**config.mk**
```make
export PLATFORM = sky130hd
export DESIGN_NAME = ccr_core_regs
export DESIGN_NICKNAME = d
export VERILOG_FILES = /design/src/logic/ccr_pkg.sv /design/src/logic/ccr_core_regs.sv /design/src/logic/ccr_ret_stack.sv
export VERILOG_INCLUDE_DIRS = /design/src /design/src/logic
export SDC_FILE = /design/constraint.sdc
export NUM_CORES = 1
export LEC_CHECK = 0
export BUFFER_PORTS_ARGS = -buffer_cell sky130_fd_sc_hd__buf_2
export CORE_UTILIZATION = 45
export DETAILED_ROUTE_END_ITERATION = 10
export HOLD_SLACK_MARGIN = 0.08
export MAX_ROUTING_LAYER = met4
export PLACE_DENSITY = 0.63
export SLEW_MARGIN = 20
export SYNTH_ARGS = -nofsm -noshare
export SYNTH_HDL_FRONTEND = slang
export SYNTH_HIERARCHICAL = 1
export SYNTH_SLANG_ARGS = --single-unit
```
**constraint.sdc**
```tcl
create_clock -name CLK -period 3.2 [get_ports CLK]
set_input_delay 0.64 -clock CLK [delete_from_list [all_inputs] [get_ports CLK]]
set_output_delay 0.64 -clock CLK [all_outputs]
set_load 0.03 [all_outputs]
```
**src/logic/ccr_defs.svh**
```systemverilog
`ifndef CCR_DEFS_SVH
`define CCR_DEFS_SVH

// data-space locations of the core registers
`define CCR_ADDR_PTR_FIRST 8'h80
`define CCR_ADDR_PTR_SECOND 8'h81
`define CCR_ADDR_SD_FIRST 8'h82
`define CCR_ADDR_SD_SECOND 8'h83
`define CCR_ADDR_ACC 8'hFF

// reset values (none documented, zero chosen) and the return stack depth
`define CCR_REG_RESET 8'h00
`define CCR_PC_RESET 12'h000
`define CCR_STACK_DEPTH 6
`define CCR_FLAG_RESET 1'b0

// vector defaults, arbitrary values
`define CCR_RESET_VECTOR 12'hFFE
`define CCR_IRQ_VECTOR 12'hFF0
`define CCR_NMI_VECTOR 12'hFFC

`endif

```
**src/logic/ccr_pkg.sv**
```systemverilog
package ccr_pkg;

    // flag context, one-hot
    typedef enum logic [2:0]
    {
        CCR_CTX_NORMAL = 3'h1,
        CCR_CTX_IRQ = 3'h2,
        CCR_CTX_NMI = 3'h4
    } ccr_ctx_t;

    // program counter source selected by the sequencer
    typedef enum logic [2:0]
    {
        CCR_PC_HOLD = 3'h0,
        CCR_PC_INC = 3'h1,
        CCR_PC_REL = 3'h2,
        CCR_PC_JUMP = 3'h3,
        CCR_PC_CALL = 3'h4,
        CCR_PC_IRQ = 3'h5,
        CCR_PC_NMI = 3'h6,
        CCR_PC_RET = 3'h7
    } ccr_pc_src_t;

endpackage : ccr_pkg

```
**src/logic/ccr_core_regs.sv**
```systemverilog
`timescale 1ns/1ps
`include "ccr_defs.svh"

module ccr_core_regs
    import ccr_pkg::*;
#(
    parameter int AW = 12,
    parameter logic [11:0] RESET_VECTOR = `CCR_RESET_VECTOR,
    parameter logic [11:0] IRQ_VECTOR = `CCR_IRQ_VECTOR,
    parameter logic [11:0] NMI_VECTOR = `CCR_NMI_VECTOR
)
(
    // clock and reset
    input wire logic CLK,
    input wire logic RST_B,
    // data space access
    input wire logic [7:0] DS_ADDR,
    input wire logic DS_WR,
    input wire logic [7:0] DS_WDATA,
    output logic [7:0] DS_RDATA,
    output logic DS_HIT,
    // pointer contents for indirect addressing, and the accumulator
    output logic [7:0] PTR_FIRST,
    output logic [7:0] PTR_SECOND,
    output logic [7:0] ACC,
    // program counter control
    input wire logic [2:0] PC_SRC,
    input wire logic [11:0] PC_TARGET,
    input wire logic [7:0] REL_OFFSET,
    output logic [11:0] PC,
    output logic STACK_EMPTY,
    // flag update from the alu
    input wire logic FLAG_CARRY_WE,
    input wire logic FLAG_CARRY_IN,
    input wire logic FLAG_ZERO_WE,
    input wire logic [7:0] ALU_RESULT,
    input wire logic IRQ_EXIT,
    output logic CARRY,
    output logic ZERO,
    output logic [2:0] CONTEXT
);

    logic [7:0] accumulator;
    logic [7:0] pointer_first;
    logic [7:0] pointer_second;
    logic [7:0] short_direct_first;
    logic [7:0] short_direct_second;
    logic [11:0] pc;
    logic [11:0] next_pc;
    // one flag pair per context
    logic carry_normal;
    logic zero_normal;
    logic carry_irq;
    logic zero_irq;
    logic carry_nonmask;
    logic zero_nonmask;
    ccr_ctx_t ctx;
    ccr_ctx_t saved_ctx;
    ccr_ctx_t next_ctx;
    ccr_ctx_t next_saved_ctx;
    logic [11:0] stack_top;
    logic stack_empty;

    // zero test shared by the three pair writers
    function automatic logic is_zero(input logic [7:0] value);
        return value == 8'h00;
    endfunction : is_zero

    // one program step; the sum wraps inside twelve bits
    function automatic logic [11:0] pc_step(input logic [11:0] value);
        return value + 12'h001;
    endfunction : pc_step

    // member of a flag triple {nonmask, irq, normal} for a context
    function automatic logic pick_flag(input ccr_ctx_t sel, input logic [2:0] triple);
        logic chosen;
        case (sel)
            CCR_CTX_NORMAL: chosen = triple[0];
            CCR_CTX_IRQ: chosen = triple[1];
            default: chosen = triple[2];
        endcase
        return chosen;
    endfunction : pick_flag

    // address decoding
    wire hit_acc = (DS_ADDR == `CCR_ADDR_ACC);
    wire hit_ptr1 = (DS_ADDR == `CCR_ADDR_PTR_FIRST);
    wire hit_ptr2 = (DS_ADDR == `CCR_ADDR_PTR_SECOND);
    wire hit_sd1 = (DS_ADDR == `CCR_ADDR_SD_FIRST);
    wire hit_sd2 = (DS_ADDR == `CCR_ADDR_SD_SECOND);

    // per-register write strobes
    wire wr_acc = DS_WR && hit_acc;
    wire wr_ptr1 = DS_WR && hit_ptr1;
    wire wr_ptr2 = DS_WR && hit_ptr2;
    wire wr_sd1 = DS_WR && hit_sd1;
    wire wr_sd2 = DS_WR && hit_sd2;

    // sequencer decode of the pc source
    ccr_pc_src_t src;
    assign src = ccr_pc_src_t'(PC_SRC);
    wire is_push = (src == CCR_PC_CALL) || (src == CCR_PC_IRQ) || (src == CCR_PC_NMI);
    wire is_pop = (src == CCR_PC_RET);
    wire ctx_entry = (src == CCR_PC_IRQ) || (src == CCR_PC_NMI);
    wire ctx_exit = IRQ_EXIT && is_pop;
    wire [11:0] rel_sum = pc + {{4{REL_OFFSET[7]}}, REL_OFFSET};

    // return target; an empty stack falls through to the next instruction
    wire [11:0] ret_pc = stack_empty ? pc_step(pc) : stack_top;

    // read mux; other addresses belong to ram, so no hit
    assign DS_HIT = hit_acc | hit_ptr1 | hit_ptr2 | hit_sd1 | hit_sd2;
    assign DS_RDATA = hit_acc ? accumulator :
                      hit_ptr1 ? pointer_first :
                      hit_ptr2 ? pointer_second :
                      hit_sd1 ? short_direct_first :
                      hit_sd2 ? short_direct_second : 8'h00;

    assign PTR_FIRST = pointer_first;
    assign PTR_SECOND = pointer_second;
    assign ACC = accumulator;
    assign PC = pc;
    assign STACK_EMPTY = stack_empty;
    assign CONTEXT = ctx;

    // active pair only is visible
    assign CARRY = pick_flag(ctx, {carry_nonmask, carry_irq, carry_normal});
    assign ZERO = pick_flag(ctx, {zero_nonmask, zero_irq, zero_normal});

    // data-space registers
    always_ff @(posedge CLK or negedge RST_B)
    begin
        if (!RST_B)
        begin
            accumulator <= `CCR_REG_RESET;
            pointer_first <= `CCR_REG_RESET;
            pointer_second <= `CCR_REG_RESET;
            short_direct_first <= `CCR_REG_RESET;
            short_direct_second <= `CCR_REG_RESET;
        end
        else
        begin
            if (wr_acc)
                accumulator <= DS_WDATA;
            if (wr_ptr1)
                pointer_first <= DS_WDATA;
            if (wr_ptr2)
                pointer_second <= DS_WDATA;
            if (wr_sd1)
                short_direct_first <= DS_WDATA;
            if (wr_sd2)
                short_direct_second <= DS_WDATA;
        end
    end

    // pc next value; empty-stack return falls through to pc+1
    always_comb
    begin
        case (src)
            CCR_PC_INC: next_pc = pc_step(pc);
            CCR_PC_REL: next_pc = rel_sum;
            CCR_PC_JUMP: next_pc = PC_TARGET;
            CCR_PC_CALL: next_pc = PC_TARGET;
            CCR_PC_IRQ: next_pc = IRQ_VECTOR;
            CCR_PC_NMI: next_pc = NMI_VECTOR;
            CCR_PC_RET: next_pc = ret_pc;
            default: next_pc = pc;
        endcase
    end

    // twelve-bit pc wraps within 4096 bytes
    always_ff @(posedge CLK or negedge RST_B)
    begin
        if (!RST_B)
            pc <= RESET_VECTOR;
        else
            pc <= next_pc;
    end

    // context: one level of history is enough for irq exit
    always_comb
    begin
        next_ctx = ctx;
        next_saved_ctx = saved_ctx;
        if (src == CCR_PC_NMI)
            next_ctx = CCR_CTX_NMI;
        else if (src == CCR_PC_IRQ)
            next_ctx = CCR_CTX_IRQ;
        // an irq exit on an empty stack still restores the context
        else if (ctx_exit)
            next_ctx = saved_ctx;
        // nested non-maskable entry cannot return to itself, so it records normal
        if (ctx_entry)
            next_saved_ctx = (ctx == CCR_CTX_NMI) ? CCR_CTX_NORMAL : ctx;
        else if (ctx_exit)
            next_saved_ctx = CCR_CTX_NORMAL;
    end

    // active context and its history
    always_ff @(posedge CLK or negedge RST_B)
    begin
        if (!RST_B)
        begin
            ctx <= CCR_CTX_NMI;
            saved_ctx <= CCR_CTX_NORMAL;
        end
        else
        begin
            ctx <= next_ctx;
            saved_ctx <= next_saved_ctx;
        end
    end

    // pair write strobes; a pair moves only while its own context runs
    wire carry_we_normal = FLAG_CARRY_WE && (ctx == CCR_CTX_NORMAL);
    wire carry_we_irq = FLAG_CARRY_WE && (ctx == CCR_CTX_IRQ);
    wire carry_we_nonmask = FLAG_CARRY_WE && (ctx == CCR_CTX_NMI);
    wire zero_we_normal = FLAG_ZERO_WE && (ctx == CCR_CTX_NORMAL);
    wire zero_we_irq = FLAG_ZERO_WE && (ctx == CCR_CTX_IRQ);
    wire zero_we_nonmask = FLAG_ZERO_WE && (ctx == CCR_CTX_NMI);
    wire alu_zero = is_zero(ALU_RESULT);

    // normal pair; never cleared on a switch, so values survive nesting
    always_ff @(posedge CLK or negedge RST_B)
    begin
        if (!RST_B)
        begin
            carry_normal <= `CCR_FLAG_RESET;
            zero_normal <= `CCR_FLAG_RESET;
        end
        else
        begin
            if (carry_we_normal)
                carry_normal <= FLAG_CARRY_IN;
            if (zero_we_normal)
                zero_normal <= alu_zero;
        end
    end

    // interrupt pair
    always_ff @(posedge CLK or negedge RST_B)
    begin
        if (!RST_B)
        begin
            carry_irq <= `CCR_FLAG_RESET;
            zero_irq <= `CCR_FLAG_RESET;
        end
        else
        begin
            if (carry_we_irq)
                carry_irq <= FLAG_CARRY_IN;
            if (zero_we_irq)
                zero_irq <= alu_zero;
        end
    end

    // non-maskable pair, the one in use straight out of reset
    always_ff @(posedge CLK or negedge RST_B)
    begin
        if (!RST_B)
        begin
            carry_nonmask <= `CCR_FLAG_RESET;
            zero_nonmask <= `CCR_FLAG_RESET;
        end
        else
        begin
            if (carry_we_nonmask)
                carry_nonmask <= FLAG_CARRY_IN;
            if (zero_we_nonmask)
                zero_nonmask <= alu_zero;
        end
    end

    // return address is the already-advanced pc
    // overflow and underflow are silent; nesting depth is the software's to bound
    ccr_ret_stack #(
        .DEPTH(`CCR_STACK_DEPTH),
        .AW(AW)
    ) u_stack (
        .clk(CLK),
        .rst_b(RST_B),
        .push(is_push),
        .pop(is_pop),
        .push_value(pc),
        .top(stack_top),
        .empty(stack_empty)
    );

endmodule : ccr_core_regs

```
**src/logic/ccr_ret_stack.sv**
```systemverilog
`timescale 1ns/1ps
`include "ccr_defs.svh"

// six-level shift stack, no pointer
module ccr_ret_stack
    import ccr_pkg::*;
#(
    parameter int DEPTH = `CCR_STACK_DEPTH,
    parameter int AW = 12
)
(
    // clock and reset
    input wire logic clk,
    input wire logic rst_b,
    // control
    input wire logic push,
    input wire logic pop,
    input wire logic [AW-1:0] push_value,
    // state
    output logic [AW-1:0] top,
    output logic empty
);

    logic [AW-1:0] level [DEPTH];
    logic [DEPTH-1:0] used;

    assign top = level[0];
    assign empty = ~used[0];

    // shift whole array; deepest level falls off on overflow
    always_ff @(posedge clk or negedge rst_b)
    begin
        if (!rst_b)
        begin
            for (int i = 0; i < DEPTH; i++)
                level[i] <= '0;
            used <= '0;
        end
        else if (push)
        begin
            level[0] <= push_value;
            for (int i = 1; i < DEPTH; i++)
                level[i] <= level[i-1];
            used <= {used[DEPTH-2:0], 1'b1};
        end
        else if (pop && used[0])
        begin
            for (int i = 0; i < DEPTH - 1; i++)
                level[i] <= level[i+1];
            used <= {1'b0, used[DEPTH-1:1]};
        end
        // pop on empty stack: nothing moves
    end

endmodule : ccr_ret_stack
```
==> flow_results.org, run 1 <==
** Status
- Outcome :: finished, final reports clean

** Placement
- Setup slack at placement :: 480 ps
- Summed over all nets, the half-perimeter wirelength after detailed placement is 13300 µm.
- Routability-driven placement finished with a final weighted congestion of 0.875.
- DP Cell Count :: 1147
- Buffers placed on the I/O ports in this run total 104.

** Route
- Dividing the detail-routed wire length by the instance count gives 17.0 µm.
- Detailed-route wire length :: 20000 µm
- First-pass detailed-route iteration total :: 5
- After detailed routing, the number of remaining DRC violations is 0.
- Dividing the detail-routed via count by the number of cells gives 5.89.
- The count of nets left with antenna violations once routing finished came out at 0.
- Routed vias :: 6950
- Initial drt markers :: 436

** Synthesis
- Summing the areas of all compound-gate instances in the mapped netlist gives 17.9% of the synthesized area.
- Main combinational cell family by area after synthesis :: simple AND/OR/NAND/NOR gates
- The netlist uses 72 different library cells.
- Multiplexer cells account for 10.0% of the synthesized area.
- In the synthesized netlist, the number of instances is 862.
- The Yosys step of the flow raised 6 warnings.
- Of the total synthesized cell area, the portion taken by full adders, half adders and majority gates is 1.98%.
- Summing the areas of all xor and xnor instances in the mapped netlist gives 1.63% of the synthesized area.
- Top cells by area, synth :: dfrtp_1, mux2_2, nand4b_1
- Mean instance size in the synthesized netlist :: 9.95 µm²
- Area of the mapped netlist :: 8580 µm²
- When the netlist entered floorplanning its net count stood at 929.
- The synthesized design contains 0 enable-type register cells.
- In the synthesized netlist the async set-or-reset flop fraction comes to 100%.
- The biggest area contributor in the post-synthesis netlist is dfrtp_1.
- The synthesized design contains 142 register bits.
- Post-synthesis sequential area ratio :: 41.6%
- Simple-gate portion of the synthesized area :: 20.6%
- Top_reg_cell synth :: dfrtp_1
- The synthesized design devotes to its leading area cell type 37.6% of total area.

** Finish
- Count of placed standard cells in the final layout, fillers left out :: 1179
- Of the cells placed in the final design, the portion with a size suffix greater than 1 is 27.5%.
- Summing all multi-input logic gate instances after layout gives 4490 µm².
- Compared with the post-synthesis result, the final layout area differs by 15.0%.
- The final layout contains 999 nets.
- Fillers :: 1686
- Sequential cell area :: 3570 µm²
- 0 antenna diodes ended up in the layout.

** STA
- In the post-route analysis, the smallest setup slack over all paths is 482 ps.
- Setup violations remaining at the end of the flow were counted as 0.
- For the pin with the worst max-slew slack, the measured transition is 577 ps.
- Count of pins over their slew limit :: 0
- Static timing analysis puts the maximum clock frequency at 0.368 GHz.
- Setup total negative slack on the finished layout was measured at 0 ps.
- Unrepaired setup endpoints after global routing :: false
- Subtracting the final worst setup slack from the clock period gives 2720 ps.
- On the final layout, the worst clock skew is 8.88 ps.
- Number of failing hold endpoints at the final stage :: 0
- In this run the tightest slew margin relative to its limit is 61.4%.
- Dividing the final minimum period by the clock period gives 84.9%.

** Clock tree
- Clock tree synthesis found a total of 142 sinks.
- Post-CTS clock slew at the launch and capture registers of the worst setup and hold paths :: 60 ps
- Setup Fix Bufs, Post-CTS :: 0
- The tree is rooted in a clkbuf_16.
- Source-to-sink clock delay at the later pin of the worst-skew pair :: 430 ps
- No sink is reached through more buffers than the 2 on the longest clock path.
- Number of buffers created by CTS :: 17
- In this run, post-CTS hold repair placed 0 buffers.
- Gates resized during post-CTS repair numbered 0.
- TritonCTS built the clock tree.
- CTS built an H-tree with a depth of 4.

** Critical path
- STA classifies the critical path endpoint as a primary output.
- Maximum fanout encountered on the critical timing path :: 7
- On the critical path the largest part of the delay comes from simple AND/OR/NAND/NOR gates.
- Setup slack on the worst reg-to-reg path comes out at 700 ps.
- Data on the critical path arrives at its endpoint at 2080 ps.
- Data required time of the critical path :: 2560 ps
- Traced cell by cell, the critical path runs through buf_2, or4b_1, nor3_2, buf_4, a22o_1, buf_2.
- Most frequent cell on the critical path :: buf_2
- CP startpoint kind :: input port
- Slowest cell on the critical path :: or4b_1
- The worst setup path is of the input port to primary output kind.
- In this design, the stage delay of the slowest critical-path cell is 520 ps.
- Counting both buffers and inverters, the worst setup path holds a total of 3.

** Global route
- The number of global-route vias before repair is 6578.
- Busiest grt layer :: met2
- Global-route wire length before repair :: 33500 µm
- For this run, global-route usage on met3 was measured as 3.73%.
- In the global route stage, overall resource usage came out at 21.8%.
- Met2 global-route usage :: 32.8%
- Antenna violations before repair :: 0
- Remaining Overflow, GRT :: 0
- Entering global routing, the biggest net connects 73 pins.
- Routing usage on met1 :: 29.7%

** Die
- Floorplan die height :: 140 µm
- Number of placement rows :: 50
- Starting density of the core :: 45.8%
- Pin placement for this block handled 105 I/O pins.
- The region available for standard cell placement spans 18700 µm².
- Die Span X :: 140 µm
- The die covers 19600 µm².

** Worst hold path
- Type of the worst min-delay path :: input port to async pin

** Pwr
- For this design the ratio of total power to cell area is 591 nW/µm².
- VDD sags by at most 0.401 mV.
- Leakage dissipation :: 4.22 nW

** Flow run
- The tool flagged a number of max-cap violations equal to 0.
==> cells in the mapped netlist, drive strengths merged (3+ instances only) <==
library cell and n:
nor2b 6, o21bai 3, or3 5, o311ai 15, nand2 94, a22oi 7
o31a 3, and2 3, ha 12, o211ai 52, or4 3, a21o 5
buf 58, o31ai 3, dfrtp 129, dfstp 13, xor2 5, a22o 9
o22ai 12, a21oi 28, nor3 12, a211oi 6, inv 25, mux2 56
nand3 9, nand4b 63, nand2b 57, nor2 39, o21a 4, xnor2 11
nand4 6, o21ai 37, mux4 9, o22a 3, o41ai 3, clkbuf 23
o32ai 3
==> logic make-up after synthesis <==
family,after synthesis
and+or+nand+nor,306
xor gates and xnor gates,16
muxes,67
DFF,142
AOI/OAI and AO/OA,210
adders and majority gates,13
buffers and inverters,108
==> cells in the final DEF, fill, tap and decap left out, drive strengths merged, types with 7 or more instances in the layout <==
cell type / Yosys / routed
dfstp: 13 / 13
clkbuf: 23 / 22
xnor2: 11 / 11
dfrtp: 129 / 129
nand2b: 57 / 57
o21ai: 37 / 37
a22o: 9 / 9
buf: 58 / 132
ha: 12 / 12
nor2: 39 / 39
nand3: 9 / 9
o22ai: 12 / 12
a21oi: 28 / 28
o211ai: 52 / 52
a22oi: 7 / 7
inv: 25 / 26
mux4: 9 / 9
nand4b: 63 / 63
nor3: 12 / 12
mux2: 56 / 56
o311ai: 15 / 15
nand2: 94 / 94
==> sequential cells by signal, summed over array words and instances, names as in the netlist, 3 cells and up <==
name                 cells
short_direct_second      8
u_stack/level           60
PC                      12
PTR_FIRST                8
u_stack/top             12
CONTEXT                  3
short_direct_first       8
PTR_SECOND               8
saved_ctx                3
ACC                      8
u_stack/used             6
==> layout make-up <==
class	instances	area share, %
flip-flops and latches	142	36.2
clock buffers	22	4.81
repair buffers	132	8.11
clock inverters	10	1.40
well taps	234	2.97
inverters	27	1.03
multi-input cells	612	45.5
==> metrics by stage <==
stage	total power [mW]	hold WS (ps)	instance area, µm²	utilization (%)
finish	5.83	173	9860	52.7
global route	6.14	212	9860	52.7
CTS	5.88	200	9860	52.7
detailed placement	3.79	491	9250	49.5
global placement	3.77	484	9250	49.5
floorplan	3.43	344	8580	-
==> layer usage <==
metal	wire length, µm	up-vias
met5	0	-
met4	268	0
met3	937	20
met2	9360	179
met1	9450	3432
li1	-	3319
==> final timing paths <==
| path | cells past startpoint | to | startpoint |
|---|---|---|---|
| worst min register to register | 1 | u_stack/level[3]$_DFFE_PN0P_ | u_stack/level[3]$_DFFE_PN0P_ |
| worst min-delay path | 1 | ACC[5]$_DFFE_PN0P_ | RST_B |
| max in group asynchronous | 2 | PC[5]$_DFFE_PN1P_ | RST_B |
| worst max-delay path | 6 | DS_RDATA[1] | DS_ADDR[5] |
| min in group CLK | 2 | carry_nonmask$_DFFE_PN0P_ | FLAG_CARRY_IN |
| worst max register to register | 7 | PC[5]$_DFFE_PN1P_ | PC[1]$_DFFE_PN1P_ |
==> report_power, final <==
part,leakage (nW),total (mW),internal (mW),switching (mW)
sequential,1.83,2.45,2.14,0.311
combinational,2.10,1.31,0.585,0.725
clock,0.296,2.07,1.29,0.778
total,4.22,5.83,4.02,1.81
Note: power is estimated with default switching activity, not from simulation.
==> inputs of run 2 (changes only) <==
--- a/config.mk
+++ b/config.mk
@@ -6,12 +6,13 @@
 export SDC_FILE = /design/constraint.sdc
 export NUM_CORES = 1
 export LEC_CHECK = 0
+export ABC_AREA = 1
 export BUFFER_PORTS_ARGS = -buffer_cell sky130_fd_sc_hd__buf_2
 export CORE_UTILIZATION = 45
 export DETAILED_ROUTE_END_ITERATION = 10
 export HOLD_SLACK_MARGIN = 0.08
 export MAX_ROUTING_LAYER = met4
-export PLACE_DENSITY = 0.63
+export PLACE_DENSITY = 0.66
 export SLEW_MARGIN = 20
 export SYNTH_ARGS = -nofsm -noshare
 export SYNTH_HDL_FRONTEND = slang
==> constraint.sdc (replaced) <==
create_clock -name CLK -period 2.3 [get_ports CLK]
set_input_delay 0.46 -clock CLK [delete_from_list [all_inputs] [get_ports CLK]]
set_output_delay 0.46 -clock CLK [all_outputs]
set_load 0.03 [all_outputs]
==> flow_results.org, run 2 <==
** Clock tree
- H-Tree Level Count :: 4 (unchanged)
- Source-to-sink clock delay at the later pin of the worst-skew pair :: 420 ps (about the same)
- The deepest clock path buffer count came to 2 (unchanged).
- Clock Sink Count :: 142 (unchanged)
- Post-CTS clock slew at the launch and capture registers of the worst setup and hold paths :: 60 ps (about the same)
- Setup Fix Bufs, Post-CTS :: 0 (unchanged)
- Number of buffers created by CTS :: 17 (unchanged)
- Clock tree root driver cell :: clkbuf_16
- TritonCTS built the clock tree.

** Route
- The total detailed-routing wirelength came to 19800 µm (-1.3%).
- Routed vias :: 7482 (+7.7%)
- Routed Antenna Nets :: 0 (unchanged)
- Average wire per cell in the routed design :: 13.4 µm (-21%)
- First-pass detailed-route iteration total :: 5 (unchanged)
- The starting DRC count in detailed routing was 392 (-10%).
- Post-detailed-route via-to-cell ratio :: 5.07 (-14%)
- DRC violation count after routing :: 0 (unchanged)

** Synthesis
- EDFF count, synth :: 0 (unchanged)
- Number of standard cells after synthesis :: 1154 (+34%)
- The flop and latch count out of synthesis came to 142 (unchanged).
- After synthesis, the cell types taking the most area are dfrtp_1, nand2_1, nand3_1.
- The number of distinct library cells after synthesis was 46 (-36%).
- Yosys synthesis warning count :: 6 (unchanged)
- The most common cell in the synthesized netlist is nand2_1.
- Top_reg_cell synth :: dfrtp_1
- Top-area cell type share of the netlist area :: 39.4% (+1.8 points)
- The post-synthesis average cell area is 7.10 µm² (-29%).
- Post-synthesis sequential area ratio :: 43.6% (+1.9 points)
- After synthesis, the most frequently instantiated cells are nand2_1, dfrtp_1, nand3_1.
- Proportion of synthesized flip-flops having asynchronous set or reset :: 100% (unchanged)
- The synthesized net count is 1221 (+31%).
- Summed over all instances, the cell type with the most area after synthesis is dfrtp_1.
- The cell area after synthesis came to 8190 µm² (-4.4%).

** Critical path
- Critical Path AT :: 1690 ps (-390 ps)
- Maximum fanout encountered on the critical timing path :: 4 (-3)
- The worst setup path is of the input port to primary output kind.
- STA classifies the critical path endpoint as a primary output.
- Data required time of the critical path :: 1840 ps (-720 ps)
- CP startpoint kind :: input port

** Finish
- The number of antenna diodes came to 0 (unchanged).
- The number of flip-flops under the largest register name came to 60 (unchanged).
- u_stack/level holds more flip-flops than any other register.
- Leaving out fill and tap cells, the most frequent cell in the layout is nand2_1.
- The total of fill cells in the finished design is 1713 (+1.6%).
- Net count of the finished layout :: 1304 (+31%)
- Area of all placed cells without fillers :: 9450 µm² (-4.1%)
- Highest-count cells in the layout ignoring fill and taps :: nand2_1, dfrtp_1, nand3_1
- The area growth from synthesis to layout is 15.4%.
- The fraction of final layout cells with drive strength greater than 1 is 16.1% (-11 points).

** Global route
- The first-pass GRT wire length was 33500 µm (about the same).
- Via count of the first global-routing pass :: 7005 (+6.5%)
- Antenna violations before repair :: 0 (unchanged)
- The global-route usage over all layers was 23.1% (+1.3 points).
- Pin count of the biggest net entering global routing :: 78 (+6.8%)
- The global-route congestion overflow total was 0 (unchanged).

** STA
- Rel. slew slack :: 38.3% (-23 points)
- Unrepaired setup endpoints after global routing :: false
- The clock period could shrink to 2150 ps.
- Count of pins over their slew limit :: 0 (unchanged)
- The setup TNS after final layout came to 0 ps (unchanged).
- Max Clock Skew :: 6.34 ps (-2.54 ps)
- The setup violation total in the final timing report is 0 (unchanged).
- Slew at the pin closest to its max-slew limit :: 920 ps (+342 ps)
- After layout, the worst path uses 93.6% of the clock period.
- Fmax :: 0.464 GHz
- The hold violation count in the final report is 0 (unchanged).

** Die
- The number of top-level pins is 105 (unchanged).
- Number of placement rows :: 48 (-4.0%)
- The floorplan die height came to 137 µm (-2.2%).
- Die Span X :: 137 µm (-2.2%)
- The initial cell density of the core was 46.7% (+0.88 points).
- The area of the core was 17500 µm² (-6.2%).
- The die area was 18800 µm² (-4.4%).

** Pwr
- Leakage dissipation :: 5.26 nW (+25%)
- The peak supply drop was 0.569 mV (+42%).
- The power density over cell area came to 810 nW/µm² (+37%).

** Placement
- The standard cell area after detailed placement is 8810 µm² (-4.8%).
- The global placer's final weighted congestion is 0.900 (+2.8%).
- Total of buffers placed on input and output ports :: 104 (unchanged)
- HPWL after DPL :: 13700 µm (+3.0%)

** Status
- Outcome :: finished, final reports clean

** Flow run
- Count of max-cap constraint violations :: 0 (unchanged)

** Worst hold path
- Type of the worst min-delay path :: input port to flip-flop
-- run 2: changes by cell type in the layout (fill, tap and decap cells not counted), moves of 43 or more --
| cell | before | now |
|---|---|---|
| inv_1 | 25 | 68 |
| mux2_2 | 54 | 1 |
| nand2_1 | 93 | 563 |
| nand2b_1 | 57 | 0 |
| nand3_1 | 9 | 121 |
| nand4b_1 | 63 | 0 |
| o211ai_1 | 52 | 5 |
-- run 2: final timing paths --
check                                        startpoint                            to  slack (ps)  depth (start not counted)
setup / recovery                             DS_ADDR[4]                   DS_RDATA[0]         150                         10
setup reg to reg                      PC[1]$_DFFE_PN1P_             PC[6]$_DFFE_PN1P_         320                         12
hold reg to reg            u_stack/level[1]$_DFFE_PN0P_  u_stack/level[1]$_DFFE_PN0P_         470                          2
max in group asynchronous                         RST_B             PC[3]$_DFFE_PN1P_        1100                          3
min in group asynchronous                         RST_B   u_stack/used[5]$_DFFE_PN0P_         540                          2
hold / removal                            FLAG_CARRY_WE      carry_normal$_DFFE_PN0P_         280                          2
-- run 2: logic make-up (layout without fill, tap and decap cells) --
group / after synthesis / in the layout / synth area share, %
AND/OR/NAND/NOR: 753 / 753 / 37.8
XOR/XNOR: 5 / 5 / 0.535
AO/OA/AOI/OAI: 105 / 105 / 7.31
adder cells (fa/ha/maj): 13 / 13 / 2.08
flip-flops: 142 / 142 / 43.6
multiplexers: 1 / 1 / 0.137
buffers and inverters: 135 / 231 / 8.60
-- run 2: through the flow --
step	setup slack (ps)	cells	utilization [%]	hold WS (ps)	power (mW)
6_report	147	1475	53.9	278	7.66
5_1_grt	20.6	1475	53.9	286	8.09
4_1_cts	4.28	1475	53.8	259	7.71
3_5_place_dp	133	1442	50.2	389	4.79
3_3_place_gp	128	1442	50.2	393	4.76
2_1_floorplan	236	1154	-	164	4.34
-- run 2: where the power goes --
group,switching (mW),internal (mW)
Combinational,1.01,0.561
Sequential,0.307,2.87
Clock,1.08,1.82
Total,2.40,5.25
-- run 2: critical path, cell delays in order --
cell and delay (ps):
buf_2 110, nor2_1 90, nand3_1 100, nor2_2 150, nand2_2 110, nor2_4 180, nand2_1 60, and3_1 180
nand3_1 60, buf_2 190
-- run 2: cell type report --
class / count / area (µm²) / area share, %
Clock buffer: 19 / 433 / 4.58
Timing Repair Buffer: 123 / 747 / 7.90
Tap cell: 225 / 282 / 2.98
Clock inverter: 13 / 188 / 1.99
Sequential cell: 142 / 3570 / 37.8
Multi-Input combinational cell: 877 / 3950 / 41.7
Inverter: 76 / 288 / 3.04
-- run 2: timing repair --
item                                    4_1_cts  5_1_grt
hold buffers                                  1        0
endpoints found under the hold margin        32        0
endpoints found under the setup margin        0        2
resized for setup                             0        4
-- run 2: routing by layer --
| layer | part of all wire, % | global-route usage, % | routed length [µm] |
|---|---|---|---|
| met1 | 45 | 29.2 | 8980 |
| met5 | 0 | - | 0 |
| met4 | 1.5 | 6.96 | 299 |
| met3 | 4.4 | 3.81 | 863 |
| met2 | 49 | 37.9 | 9610 |
==> inputs of run 3 (changes only) <==
--- a/config.mk
+++ b/config.mk
@@ -8,6 +8,7 @@
 export LEC_CHECK = 0
 export ABC_AREA = 1
 export BUFFER_PORTS_ARGS = -buffer_cell sky130_fd_sc_hd__buf_2
+export CORE_MARGIN = 3
 export CORE_UTILIZATION = 45
 export DETAILED_ROUTE_END_ITERATION = 10
 export HOLD_SLACK_MARGIN = 0.08
==> flow_results.org, run 3 (synthesis results as in run 2) <==
** Status
- The flow ran to the end, and the final reports show no timing, DRC or antenna violations.

** Global route
- Pin count of the biggest net entering global routing :: 78 (unchanged)
- Global-route usage over all layers :: 21.5% (-1.6 points)
- Remaining Overflow, GRT :: 0 (unchanged)
- Via count of the first global-routing pass :: 7009 (+0.057%)
- Antenna violations before repair :: 0 (unchanged)
- Global-route wire length before repair :: 34300 µm (+2.4%)

** STA
- Final Worst Setup Slack :: 181 ps (+34.3 ps)
- The shortest period the worst path allows was 2120 ps (-34.3 ps).
- Period utilisation layout :: 92.1% (-1.5 points)
- Setup tns final :: 0 ps (unchanged)
- Final hold slack :: 281 ps (+3.11 ps)
- The hold violation count in the final report is 0 (unchanged).
- Rel. slew slack :: 32.9% (-5.4 points)
- Max Clock Skew :: 5.59 ps (-0.749 ps)
- Unrepaired setup endpoints after global routing :: false
- Count of pins over their slew limit :: 0 (unchanged)
- Fmax :: 0.472 GHz (+1.6%)
- Number of endpoints failing setup at the final stage :: 0 (unchanged)
- The actual slew at the worst max-slew pin is 1000 ps (+80.6 ps).

** Critical path
- Maximum fanout encountered on the critical timing path :: 5 (+1)
- Length in cells of the worst reg-to-reg path :: 12 (unchanged)
- The number of cells on the critical path is 5 (-5).
- In this design, the critical path's most frequently occurring cell is inv_1.
- On the critical path, the stage with the largest delay is an instance of dfrtp_1.
- Kind of cell adding the most delay to the critical path :: buffers and inverters
- Kind of end point of the critical path :: primary output
- The delay contributed by the slowest stage of the critical path is 400 ps (+210 ps).
- The data arrival time of the critical path was 1660 ps (-30 ps).
- CP startpoint kind :: flip-flop
- WP buf/inv :: 3 (+1)
- The critical path in this run is classified as flip-flop to primary output.
- Data required time of the critical path :: 1840 ps (about the same)
- Walking the worst path, the cells encountered are inv_1, nor3_2, inv_1, o221ai_1, buf_2.

** Pwr
- Net Sw Power :: 2.37 mW (-1.4%)
- The register share of total power is 42.3% (+0.8 points).
- Internal power :: 5.12 mW (-2.5%)
- The standby leakage power is 5.27 nW (+0.29%).
- The fraction of power consumed by the clock network is 36.4% (-1.5 points).
- The combinational group share of total power is 21.3% (+0.8 points).
- The switching portion of total power is 31.6% (+0.24 points).
- Power Dens Cells :: 792 nW/µm² (-2.1%)
- Maximum resistive drop on vdd :: 0.596 mV (+4.7%)

** Clock tree
- Clock tree root driver cell :: clkbuf_16
- Source-to-sink clock delay at the later pin of the worst-skew pair :: 420 ps (about the same)
- The number of sinks on the clock net came to 142 (unchanged).
- The total clock buffers created by CTS came to 17 (unchanged).
- TritonCTS clock tree :: yes
- H-Tree Level Count :: 4 (unchanged)
- Post-CTS clock slew at the launch and capture registers of the worst setup and hold paths :: 60 ps (about the same)
- The deepest clock path buffer count is 2 (unchanged).

** Worst hold path
- The tightest min-delay check is of the input port to flip-flop type.
- Cell depth of the worst min-delay path :: 2 (unchanged)

** Route
- Initial drt markers :: 444 (+13%)
- The detailed-route via count was 7498 (+0.21%).
- The DRC violation count after routing is 0 (unchanged).
- Average wire per cell in the routed design :: 13.7 µm (+2.6%)
- The number of nets with antenna violations after detailed routing is 0 (unchanged).
- The detailed-route vias per instance was 5.08 (about the same).
- Detailed-route wire length :: 20300 µm (+2.7%)
- The detailed-routing iteration count for the pre-antenna-repair pass came to 5 (unchanged).

** Placement
- The final HPWL from detailed placement is 14300 µm (+4.5%).
- Total cell area at the placement stage :: 8850 µm² (+0.45%)
- The global placer's final weighted congestion came to 0.911 (+1.2%).
- Setup slack at placement :: 205 ps (+71.9 ps)
- The count of input and output buffers is 104 (unchanged).

** Finish
- The number of flip-flops under the largest register name was 60 (unchanged).
- The fraction of final layout cells with drive strength greater than 1 came to 16.1% (+0.054 points).
- Most common library cell in the layout ignoring fill and taps :: nand2_1
- The share of the core filled with cells in the final layout came to 53.9% (about the same).
- Fillers :: 1735 (+1.3%)
- Highest-count cells in the layout ignoring fill and taps :: nand2_1, dfrtp_1, nand3_1
- The post-route standard cell area excluding fillers came to 9450 µm² (about the same).
- Register name with the most flops :: u_stack/level
- Antenna fix cells :: 0 (unchanged)
- Area growth from synthesis to layout :: 15.4% (about the same)
- Multi-input logic area :: 3940 µm² (-0.16%)
- Net count of the finished layout :: 1306 (+0.15%)
- The register cell area after layout was 3570 µm² (about the same).

** Die
- Number of placement rows :: 48 (unchanged)
- The area of the core came to 17500 µm² (unchanged).
- The floorplan die height is 141 µm (+2.9%).
- The initial cell density of the core was 46.7% (unchanged).
- Die Span X :: 141 µm (+2.9%)
- The die area is 19900 µm² (+5.9%).
- The number of top-level pins was 105 (unchanged).

** Flow run
- The number of maximum-capacitance violations was 0 (unchanged).
-- run 3: cell types whose count changed in the layout (fill, tap and decap cells not counted), sizes merged --
| cell | before | now |
|---|---|---|
| buf | 122 | 124 |
| inv | 77 | 75 |
| clkinvlp | 3 | 2 |
| clkinv | 5 | 7 |
| bufinv | 4 | 2 |
| clkbuf | 19 | 22 |
-- run 3: cell type report --
cell class                 count  area share (%)
multi-input combinational    877            41.7
sequential                   142            37.8
timing repair buffer         125            8.33
clock buffer                  22            5.02
inverter                      76            3.04
tap                          225            2.98
clock inverter                10            1.19
-- run 3: through the flow --
| stage | power, mW | instances |
|---|---|---|
| 2_1_floorplan | 4.34 | 1154 |
| 3_3_place_gp | 4.78 | 1444 |
| 3_5_place_dp | 4.81 | 1444 |
| 4_1_cts | 7.55 | 1477 |
| 5_1_grt | 7.94 | 1477 |
| 6_report | 7.49 | 1477 |
-- run 3: final timing paths --
kind | start | to | slack [ps]
worst max register to register | PC[1]$_DFFE_PN1P_ | PC[8]$_DFFE_PN1P_ | 290
worst min-delay path | FLAG_CARRY_WE | carry_normal$_DFFE_PN0P_ | 280
worst max-delay path | CONTEXT[1]$_DFFE_PN0P_ | ZERO | 180
worst min register to register | u_stack/level[8]$_DFFE_PN0P_ | u_stack/level[8]$_DFFE_PN0P_ | 470
min in group asynchronous | RST_B | zero_irq$_DFFE_PN0P_ | 560
max in group asynchronous | RST_B | PC[10]$_DFFE_PN1P_ | 1110
-- run 3: what timing repair did --
action,4_1_cts,5_1_grt
hold buffers,1,0
resized for setup,0,2
setup buffers,0,0
setup endpoints to repair,0,2
endpoints found under the hold margin,44,0
-- run 3: power by group through the flow --
stage	Combinational, mW	Sequential, mW	Clock (mW)
finish	1.60	3.17	2.72
floorplan	1.08	3.26	0
global placement	1.57	3.21	0
CTS	1.61	3.17	2.78
global route	1.83	3.22	2.89
detailed placement	1.60	3.21	0
-- run 3: metal layers --
metal | part of all wire (%) | vias up | track usage (%)
met5 | 0 | - | -
met4 | 1.2 | 0 | 6.17
met3 | 4.8 | 20 | 3.39
met2 | 49 | 186 | 34.6
met1 | 45 | 3458 | 28.2
li1 | - | 3834 | -
